==> src/logic/bie_cfg.svh <==
// Purpose: Offsets, field positions, reset values and masks of the block
//          interrupt enable logic.
// Assumes: Included by the package and the design modules by its bare name.
// Notes:   Definitions only.
`ifndef BIE_CFG_SVH
`define BIE_CFG_SVH

// ****************************************************************
// Register map
// ****************************************************************
`define BIE_OFS_ENABLE  12'h000
`define BIE_OFS_STATUS  12'h004

// ****************************************************************
// Field layout
// ****************************************************************
`define BIE_NBLK        8
`define BIE_BIT_NATBIT  7
`define BIE_BIT_RSVD    6
`define BIE_BIT_CLKLOSS 5
`define BIE_BIT_ONESEC  4
`define BIE_BIT_LINKCTL 3
`define BIE_BIT_SLIP    2
`define BIE_BIT_ALARM   1
`define BIE_BIT_FRAMER  0

// ****************************************************************
// Reset values and masks
// ****************************************************************
`define BIE_EN_RESET    8'h00
`define BIE_ST_RESET    1'h0
`define BIE_IRQ_N_IDLE  1'h1
`define BIE_LIVE_MASK   8'hbf
`define BIE_WORD_ZERO   32'h0000_0000
`define BIE_PAD_ZERO    24'h00_0000

`endif

==> src/logic/bie_pkg.sv <==
// Purpose: Shared types of the block interrupt enable logic.
// Assumes: bie_cfg.svh is on the include path.
// Notes:   Constants live in the header; only types live here.
`include "bie_cfg.svh"

package bie_pkg;

    typedef logic [`BIE_NBLK-1:0] bie_vec_t;
    typedef logic [31:0]          bie_word_t;

endpackage

==> src/logic/bie_irq_cell.sv <==
// Purpose: One block's pending flag and its gated request.
// Assumes: Event and clear inputs are synchronous to pclk.
// Notes:   A reserved position never holds a pending flag.
`timescale 1ns/1ps
`include "bie_cfg.svh"

module bie_irq_cell #(
    parameter bit RSVD = 1'b0
) (
    input  wire logic pclk,      // register clock
    input  wire logic presetn,   // asynchronous reset, active low
    input  wire logic event_in,  // block raised a source-enabled request
    input  wire logic clear_in,  // block's own status register was read
    input  wire logic enable,    // block-level enable bit
    output logic      pending,   // pending flag of this block
    output logic      request    // pending flag gated by the enable
);

    logic pending_r;
    logic pending_nxt;

    // ****************************************************************
    // Pending flag
    // ****************************************************************
    // An event in the same cycle as the clearing read wins, so a new
    // request is never lost behind the read that services the old one.
    assign pending_nxt = RSVD ? `BIE_ST_RESET
                       : (event_in | (pending_r & ~clear_in));

    always_ff @(posedge pclk or negedge presetn) begin
        if (!presetn) begin
            pending_r <= `BIE_ST_RESET;
        end else begin
            pending_r <= pending_nxt;
        end
    end

    assign pending = pending_r;
    // A cleared enable blocks every source of the block.
    assign request = pending_r & enable;

endmodule

==> src/logic/bie_block_irq_enable.sv <==
// Purpose: Block-level interrupt enable and status with an APB slave port.
// Assumes: Block event and status-read strobes are synchronous to pclk;
//          each block already applies its own source-level enables.
// Notes:   Zero wait-state slave; read data is captured in the setup cycle.
//
// Decided for this implementation: the placing of the registers and the APB register port.
`timescale 1ns/1ps
`include "bie_cfg.svh"

// Summary of operation
// - Bit 7 of the enable register is a read/write national-bit block enable, zero after reset.
// - While the national-bit enable is zero, nothing from that block reaches the interrupt output.
// - Setting an enable alone raises nothing; a request appears only when a source-enabled event is pending.
// - Bit 5 is a read/write enable for the recovered-clock loss interrupt, zero after reset.
// - Bit 4 is a read/write enable for the one-second tick interrupt, zero after reset.
// - Bit 3 is a read/write link controller block enable, zero after reset.
// - With the link controller enable cleared, none of its sources reach the interrupt output.
// - Bit 2 is a read/write slip buffer block enable, zero after reset.
// - With the slip buffer enable cleared, none of its sources raise an interrupt.
// - Bit 1 is a read/write alarm and error block enable, zero after reset, which blocks that block when cleared.
// - Bit 0 is a read/write framer block enable, zero after reset, which blocks that block when cleared.
// - Each block status bit reads one while that block has a request pending and zero otherwise.
// - A block status bit returns to zero once that block's own status register is read in a cycle with no new event from that block.
module bie_block_irq_enable #(
    parameter int ADDR_W = 12
) (
    input  wire logic              pclk,            // register clock, 25 MHz
    input  wire logic              presetn,         // asynchronous reset, active low
    input  wire logic              psel,            // APB select
    input  wire logic              penable,         // APB access phase
    input  wire logic              pwrite,          // APB direction, high for write
    input  wire logic [ADDR_W-1:0] paddr,           // APB byte address
    input  wire logic [31:0]       pwdata,          // APB write data
    input  wire logic [3:0]        pstrb,           // APB byte strobes
    input  wire logic [7:0]        blk_event,       // per-block request pulse
    input  wire logic [7:0]        blk_status_read, // per-block status read pulse
    output logic [31:0]            prdata,          // APB read data
    output logic                   pready,          // APB ready
    output logic                   pslverr,         // APB error, unmapped address
    output logic                   irq_n            // interrupt pin, active low
);

    // ****************************************************************
    // Declarations
    // ****************************************************************
    bie_pkg::bie_vec_t  en_r;
    bie_pkg::bie_vec_t  en_nxt;
    bie_pkg::bie_vec_t  status_vec;
    bie_pkg::bie_vec_t  req_vec;
    bie_pkg::bie_vec_t  req_others;
    bie_pkg::bie_word_t prdata_r;
    bie_pkg::bie_word_t prdata_nxt;
    bie_pkg::bie_word_t rd_word;
    logic               pready_r;
    logic               pready_nxt;
    logic               pslverr_r;
    logic               pslverr_nxt;
    logic               irq_n_r;
    logic               irq_n_nxt;

    wire setup_ph;
    wire access_done;
    wire hit_enable;
    wire hit_status;
    wire hit_any;
    wire wr_enable;
    wire any_request;
    wire national_bit_block_irq_en;
    wire recovered_clock_loss_irq_en;
    wire one_second_irq_en;
    wire link_controller_block_irq_en;
    wire slip_buffer_irq_en;
    wire alarm_error_block_irq_en;
    wire framer_block_irq_en;

    // ****************************************************************
    // Bus decode
    // ****************************************************************
    assign setup_ph    = psel & ~penable;
    assign access_done = psel & penable & pready_r;
    assign hit_enable  = (paddr == ADDR_W'(`BIE_OFS_ENABLE));
    assign hit_status  = (paddr == ADDR_W'(`BIE_OFS_STATUS));
    assign hit_any     = hit_enable | hit_status;
    // Only byte lane 0 holds live bits, so its strobe gates the write.
    assign wr_enable   = access_done & pwrite & hit_enable & pstrb[0];

    // ****************************************************************
    // Enable register
    // ****************************************************************
    // Reserved position is masked on write so it always reads zero.
    assign en_nxt = wr_enable ? (pwdata[7:0] & `BIE_LIVE_MASK) : en_r;

    always_ff @(posedge pclk or negedge presetn) begin
        if (!presetn) begin
            en_r <= `BIE_EN_RESET;
        end else begin
            en_r <= en_nxt;
        end
    end

    // ****************************************************************
    // Enable fields
    // ****************************************************************
    // Named views of the live enable bits; the reserved position has none.
    // They are read by the per-block gate checks at the end of the file.
    assign national_bit_block_irq_en    = en_r[`BIE_BIT_NATBIT];
    assign recovered_clock_loss_irq_en  = en_r[`BIE_BIT_CLKLOSS];
    assign one_second_irq_en            = en_r[`BIE_BIT_ONESEC];
    assign link_controller_block_irq_en = en_r[`BIE_BIT_LINKCTL];
    assign slip_buffer_irq_en           = en_r[`BIE_BIT_SLIP];
    assign alarm_error_block_irq_en     = en_r[`BIE_BIT_ALARM];
    assign framer_block_irq_en          = en_r[`BIE_BIT_FRAMER];

    // ****************************************************************
    // Per-block pending flags and gating
    // ****************************************************************
    genvar gi;
    generate
        for (gi = 0; gi < `BIE_NBLK; gi++) begin : g_blk
            bie_irq_cell #(
                .RSVD (gi == `BIE_BIT_RSVD)
            ) u_cell (
                .pclk     (pclk),
                .presetn  (presetn),
                .event_in (blk_event[gi]),
                .clear_in (blk_status_read[gi]),
                .enable   (en_r[gi]),
                .pending  (status_vec[gi]),
                .request  (req_vec[gi])
            );
            // Requests of every other block, so each gate can be checked alone.
            assign req_others[gi] = |(req_vec & ~(bie_pkg::bie_vec_t'(1) << gi));
        end
    endgenerate

    // ****************************************************************
    // Interrupt pin
    // ****************************************************************
    // Only a pending request can assert the pin, never an enable write alone.
    assign any_request = |req_vec;
    assign irq_n_nxt   = ~any_request;

    always_ff @(posedge pclk or negedge presetn) begin
        if (!presetn) begin
            irq_n_r <= `BIE_IRQ_N_IDLE;
        end else begin
            irq_n_r <= irq_n_nxt;
        end
    end

    // ****************************************************************
    // Read path and handshake
    // ****************************************************************
    // Data is sampled in the setup cycle; a status change in the access
    // cycle shows on the next read, a trade for registered outputs.
    assign rd_word = hit_enable ? {`BIE_PAD_ZERO, en_r}
                   : hit_status ? {`BIE_PAD_ZERO, status_vec}
                   : `BIE_WORD_ZERO;
    assign prdata_nxt  = (setup_ph & ~pwrite) ? rd_word : prdata_r;
    assign pready_nxt  = setup_ph;
    assign pslverr_nxt = setup_ph & ~hit_any;

    always_ff @(posedge pclk or negedge presetn) begin
        if (!presetn) begin
            prdata_r  <= `BIE_WORD_ZERO;
            pready_r  <= `BIE_ST_RESET;
            pslverr_r <= `BIE_ST_RESET;
        end else begin
            prdata_r  <= prdata_nxt;
            pready_r  <= pready_nxt;
            pslverr_r <= pslverr_nxt;
        end
    end

    assign prdata  = prdata_r;
    assign pready  = pready_r;
    assign pslverr = pslverr_r;
    assign irq_n   = irq_n_r;

    // ****************************************************************
    // Checks
    // ****************************************************************
    bie_pkg::bie_vec_t live_evt;
    bie_pkg::bie_vec_t live_clr;
    assign live_evt = blk_event & `BIE_LIVE_MASK;
    assign live_clr = blk_status_read & ~blk_event & `BIE_LIVE_MASK;

    en_write_a: assert property (
        @(posedge pclk) disable iff (!presetn)
        (psel && penable && pready && pwrite && hit_enable && pstrb[0])
        |=> (en_r == ($past(pwdata[7:0]) & `BIE_LIVE_MASK)))
        else $error("enable register did not take the write");

    en_hold_a: assert property (
        @(posedge pclk) disable iff (!presetn)
        !(psel && penable && pready && pwrite && hit_enable) |=> $stable(en_r))
        else $error("enable register changed without a write");

    rsvd_zero_a: assert property (
        @(posedge pclk) disable iff (!presetn)
        (en_r[`BIE_BIT_RSVD] == 1'b0) && (status_vec[`BIE_BIT_RSVD] == 1'b0))
        else $error("reserved bit is not zero");

    gate_off_a: assert property (
        @(posedge pclk) disable iff (!presetn)
        ((status_vec & en_r) == '0) |=> irq_n)
        else $error("interrupt asserted with no enabled pending block");

    irq_raise_a: assert property (
        @(posedge pclk) disable iff (!presetn)
        ((status_vec & en_r) != '0) |=> !irq_n)
        else $error("interrupt missing for an enabled pending block");

    enable_alone_a: assert property (
        @(posedge pclk) disable iff (!presetn)
        (status_vec == '0 && live_evt == '0) |=> ##1 irq_n)
        else $error("enable alone raised the interrupt");

    status_set_a: assert property (
        @(posedge pclk) disable iff (!presetn)
        (live_evt != '0) |=> ((status_vec & $past(live_evt)) == $past(live_evt)))
        else $error("block event did not set its status bit");

    status_clr_a: assert property (
        @(posedge pclk) disable iff (!presetn)
        (live_clr != '0) |=> ((status_vec & $past(live_clr)) == '0))
        else $error("status bit survived its clearing read");

    ready_pulse_a: assert property (
        @(posedge pclk) disable iff (!presetn)
        (psel && !penable) |=> (pready ##1 !pready))
        else $error("ready is not a single-cycle answer");

    rd_enable_a: assert property (
        @(posedge pclk) disable iff (!presetn)
        (psel && !penable && !pwrite && hit_enable)
        |=> (prdata == {`BIE_PAD_ZERO, $past(en_r)}))
        else $error("enable register read back wrong");

    rd_status_a: assert property (
        @(posedge pclk) disable iff (!presetn)
        (psel && !penable && !pwrite && hit_status)
        |=> (prdata == {`BIE_PAD_ZERO, $past(status_vec)}))
        else $error("status register read back wrong");

    status_hold_a: assert property (
        @(posedge pclk) disable iff (!presetn)
        (live_evt == '0 && live_clr == '0) |=> $stable(status_vec))
        else $error("status changed with no event and no clearing read");

    status_only_a: assert property (
        @(posedge pclk) disable iff (!presetn)
        (live_clr == '0) |=> ((status_vec & $past(status_vec)) == $past(status_vec)))
        else $error("status bit fell without its clearing read");

    // ****************************************************************
    // Per-block gate checks
    // ****************************************************************
    // Each gate is checked on the pin with every other block quiet, so a
    // broken gate cannot hide behind another block's request.
    natbit_gate_a: assert property (
        @(posedge pclk) disable iff (!presetn)
        (!national_bit_block_irq_en && !req_others[`BIE_BIT_NATBIT]) |=> irq_n)
        else $error("national-bit block reached the pin while disabled");

    natbit_pass_a: assert property (
        @(posedge pclk) disable iff (!presetn)
        (national_bit_block_irq_en && status_vec[`BIE_BIT_NATBIT]) |=> !irq_n)
        else $error("enabled national-bit block did not reach the pin");

    clkloss_gate_a: assert property (
        @(posedge pclk) disable iff (!presetn)
        (!recovered_clock_loss_irq_en && !req_others[`BIE_BIT_CLKLOSS]) |=> irq_n)
        else $error("clock loss reached the pin while disabled");

    clkloss_pass_a: assert property (
        @(posedge pclk) disable iff (!presetn)
        (recovered_clock_loss_irq_en && status_vec[`BIE_BIT_CLKLOSS]) |=> !irq_n)
        else $error("enabled clock loss did not reach the pin");

    tick_gate_a: assert property (
        @(posedge pclk) disable iff (!presetn)
        (!one_second_irq_en && !req_others[`BIE_BIT_ONESEC]) |=> irq_n)
        else $error("one-second tick reached the pin while disabled");

    tick_pass_a: assert property (
        @(posedge pclk) disable iff (!presetn)
        (one_second_irq_en && status_vec[`BIE_BIT_ONESEC]) |=> !irq_n)
        else $error("enabled one-second tick did not reach the pin");

    linkctl_gate_a: assert property (
        @(posedge pclk) disable iff (!presetn)
        (!link_controller_block_irq_en && !req_others[`BIE_BIT_LINKCTL]) |=> irq_n)
        else $error("link controller block reached the pin while disabled");

    linkctl_pass_a: assert property (
        @(posedge pclk) disable iff (!presetn)
        (link_controller_block_irq_en && status_vec[`BIE_BIT_LINKCTL]) |=> !irq_n)
        else $error("enabled link controller block did not reach the pin");

    slip_gate_a: assert property (
        @(posedge pclk) disable iff (!presetn)
        (!slip_buffer_irq_en && !req_others[`BIE_BIT_SLIP]) |=> irq_n)
        else $error("slip buffer block reached the pin while disabled");

    slip_pass_a: assert property (
        @(posedge pclk) disable iff (!presetn)
        (slip_buffer_irq_en && status_vec[`BIE_BIT_SLIP]) |=> !irq_n)
        else $error("enabled slip buffer block did not reach the pin");

    alarm_gate_a: assert property (
        @(posedge pclk) disable iff (!presetn)
        (!alarm_error_block_irq_en && !req_others[`BIE_BIT_ALARM]) |=> irq_n)
        else $error("alarm and error block reached the pin while disabled");

    alarm_pass_a: assert property (
        @(posedge pclk) disable iff (!presetn)
        (alarm_error_block_irq_en && status_vec[`BIE_BIT_ALARM]) |=> !irq_n)
        else $error("enabled alarm and error block did not reach the pin");

    framer_gate_a: assert property (
        @(posedge pclk) disable iff (!presetn)
        (!framer_block_irq_en && !req_others[`BIE_BIT_FRAMER]) |=> irq_n)
        else $error("framer block reached the pin while disabled");

    framer_pass_a: assert property (
        @(posedge pclk) disable iff (!presetn)
        (framer_block_irq_en && status_vec[`BIE_BIT_FRAMER]) |=> !irq_n)
        else $error("enabled framer block did not reach the pin");

endmodule

==> config.mk <==
export PLATFORM = sky130hd
export DESIGN_NAME = bie_block_irq_enable
export DESIGN_NICKNAME = d
export VERILOG_FILES = /design/src/logic/bie_pkg.sv /design/src/logic/bie_irq_cell.sv /design/src/logic/bie_block_irq_enable.sv
export VERILOG_INCLUDE_DIRS = /design/src /design/src/logic
export SDC_FILE = /design/constraint.sdc
export NUM_CORES = 1
export LEC_CHECK = 0
export ABC_AREA = 1
export BUFFER_PORTS_ARGS = -buffer_cell sky130_fd_sc_hd__buf_2
export CAP_MARGIN = 20
export CORE_UTILIZATION = 43
export DETAILED_ROUTE_END_ITERATION = 7
export PLACE_DENSITY = 0.85
export SYNTH_ARGS = -nofsm -noshare
export SYNTH_HDL_FRONTEND = slang
export SYNTH_SLANG_ARGS = --single-unit
==> constraint.sdc <==
create_clock -name pclk -period 2.83 [get_ports pclk]
set_clock_uncertainty 0.2 [all_clocks]
set_input_delay 0.283 -clock pclk [delete_from_list [all_inputs] [get_ports pclk]]
set_output_delay 0.283 -clock pclk [all_outputs]
set_load 0.03 [all_outputs]
==> impl_metrics.py <==
metrics = {
    "outcome": {
        "status": "finished, final reports clean",
    },
    "finish": {
        "drive_gt1_share_pct": 30.0,
        "area_delta_synth_final_pct": 31.1,
        "n_antenna_cell": 0,
        "fin_nets": 307,
        "fillers": 295,
        "instances_no_fill": 281,
        "final_util_pct": 59.7,
    },
    "routing": {
        "vias": 1163,
        "first_pass_iters": 4,
        "drc_errors": 0,
        "drtIter0Drc": 21,
        "drt-total-wl_um": 2530,
        "wl_per_cell_um": 8.99,
        "ant_nets": 0,
        "vias_per_cell": 4.14,
    },
    "floorplan": {
        "dieHeight_um": 59.1,
        "coreArea_um2": 3080,
        "rows": 20,
        "io_pins": 104,
        "start_util_pct": 45.5,
        "fp.dieW_um": 59.1,
        "die_area_um2": 3490,
    },
    "power": {
        "power_w": 0.000666,
        "p_comb_share_pct": 20.0,
        "netSwitchingFraction_pct": 27.8,
        "p_leak_nw": 1.07,
        "pwr-share-seq_pct": 53.8,
        "ir_drop_mv": 0.219,
        "clock_power_share_pct": 26.2,
        "intPower_w": 0.000481,
        "p_switching_w": 0.000185,
        "power.density_nw_per_um2": 362,
    },
    "timing": {
        "tightestPinTransition_ps": 522,
        "tns_ps": 0,
        "hold_ws_ps": 31.9,
        "slew_headroom_pct": 65.2,
        "drv_slew": 0,
        "fmax_mhz": 641,
        "rsz0062_at_grt": "no",
        "setup_viol": 0,
        "finalHoldViolCount": 0,
        "fin_crit_sh_pct": 55.1,
        "fin_crit_ps": 1560,
    },
    "clocking": {
        "root_buffer": "clkbuf_4",
        "insertion_delay_ps": 300,
        "cts_buffers": 3,
        "ctsHtreeMaxLevel": 1,
        "clk_path_buf_depth": 2,
        "post_cts_buffers": 0,
        "cts_tree": "yes",
        "cts.clk_slew.worst_paths_ps": 120,
        "cts.repair.resized": 0,
        "cts.sinks": 24,
    },
    "placement": {
        "hpwl_um": 1840,
        "gp_congestion": 0.717,
        "placed_cells": 255,
        "numPortBuffers": 48,
    },
    "min_path": {
        "hold_depth": 3,
        "hold_class": "in -> reg",
    },
    "setup_path": {
        "critical_path_required_ps": 2880,
        "worstPathMaxFanout": 1,
        "endpoint": "g_blk[0].u_cell.pending",
        "cp_data_arrival_time_ps": 1610,
        "cp-startpoint": "blk_status_read[0]",
        "ff2ff_setup_slack_ps": 1430,
        "r2r-end": "g_blk[7].u_cell.pending",
        "timing.rr.start": "g_blk[7].u_cell.pending",
        "path_class": "in -> reg",
        "crit_path_end_kind": "flip-flop",
        "reg2reg_depth": 3,
        "start_kind": "input port",
    },
    "global_route": {
        "grt.total_usage_pct": 15.8,
        "antenna_found_initial": 0,
        "grt_pass1_wl_um": 4230,
        "grt_overflow": 0,
        "grt_max_degree": 25,
        "grt_pass1_vias": 1011,
    },
    "yosys": {
        "ys_seq_elements": 24,
        "yosysTopAreaCell": "dfrtp_1",
        "synth_most_common_cell": "nand2_1",
        "synth_top_area_share_pct": 41.1,
        "syn_inst": 166,
        "syn_area_um2": 1400,
        "synth_area_leaders": "dfrtp_1 41%, buf_4 14%, nand2_1 13%, nand3_1 5.4%, inv_1 5.1%",
        "synth_edf_count": 0,
        "synth_ff_type": "dfrtp_1",
        "synth-async-reset-ratio_pct": 100,
        "avgSynthCellArea_um2": 8.44,
        "ys_types": 20,
        "yosysSeqAreaShare_pct": 42.9,
        "synth.top_cells.by_count": "48 x nand2_1, 26 x buf_4, 23 x dfrtp_1",
        "yosysWarnings": 0,
    },
    "flow_run": {
        "drv_cap": 0,
    },
}
cell type report:
cell class	instances	area, um2	share of cell area (%)
repair buffers	70	460	25.1
clock buffers	4	36.3	1.98
multi-input cells	120	612	33.3
inverters	19	71.3	3.88
flip-flops and latches	24	602	32.8
well taps	44	55.1	3.00
critical path, cell delays in order:
cell	delay [ps]
dlygate4sd3_1	530
buf_2	120
o21bai_1	130
dlygate4sd3_1	550
stage by stage:
stage	worst slack (ps)	cell area (um2)
finish	1270	1840
global route	1220	1840
CTS	1270	1830
detailed placement	1220	1580
global placement	1230	1580
floorplan	1380	1490
kinds of logic after synthesis:
| group | count (synthesis) | share of synthesized area, % |
|---|---|---|
| compound gates | 15 | 8.66 |
| buf+inv | 46 | 19.8 |
| flops | 24 | 42.9 |
| other cells | 1 | 0.268 |
| simple gates | 80 | 28.3 |
worst min-delay path by stage:
stage                      endpoint  slack [ps]       from
after floorplan             en_r[0]        -210    presetn
after global placement    prdata[4]          80    presetn
after detailed placement  prdata[4]          80    presetn
after CTS                   en_r[5]           6  pwdata[5]
after global routing         pready          30       psel
final                        pready          30       psel
timing repair:
| action | CTS | global route |
|---|---|---|
| hold buffers | 21 | 1 |
| endpoints found under the hold margin | 36 | 1 |
| endpoints found under the setup margin | 0 | 0 |
placed cells by master (no fill, tap or decap), drive strengths merged, types with 4 or more instances in the layout:
cell	count
buf	48
clkbuf	4
conb	25
dfrtp	23
dlygate4sd3	22
inv	19
nand2	50
nand3	16
nor2	12
o21ai	7
o21bai	7
sequential cells by signal, summed over array words and instances, names as in the netlist:
register / flops
pslverr: 1
prdata: 7
pready: 1
g_blk.u_cell.pending: 7
irq_n: 1
en_r: 7
power by group through the flow:
stage	registers, W	clock network [W]	logic, W
6_report	0.000358	0.000174	0.000133
5_1_grt	0.000359	0.000198	0.000147
4_1_cts	0.000358	0.000180	0.000132
3_5_place_dp	0.000364	0	0.000108
3_3_place_gp	0.000364	0	0.000106
2_1_floorplan	0.000365	0	0.0000935
layer usage:
metal  global-route usage, %  vias up  part of all wire, %
li1                        -      602                    -
met5                       0        -                    0
met1                    19.1      518                   43
met4                    4.08        0                 0.44
met3                    2.40        2                  4.6
met2                    29.1       41                   52
Note: power is estimated with default switching activity, not from simulation.
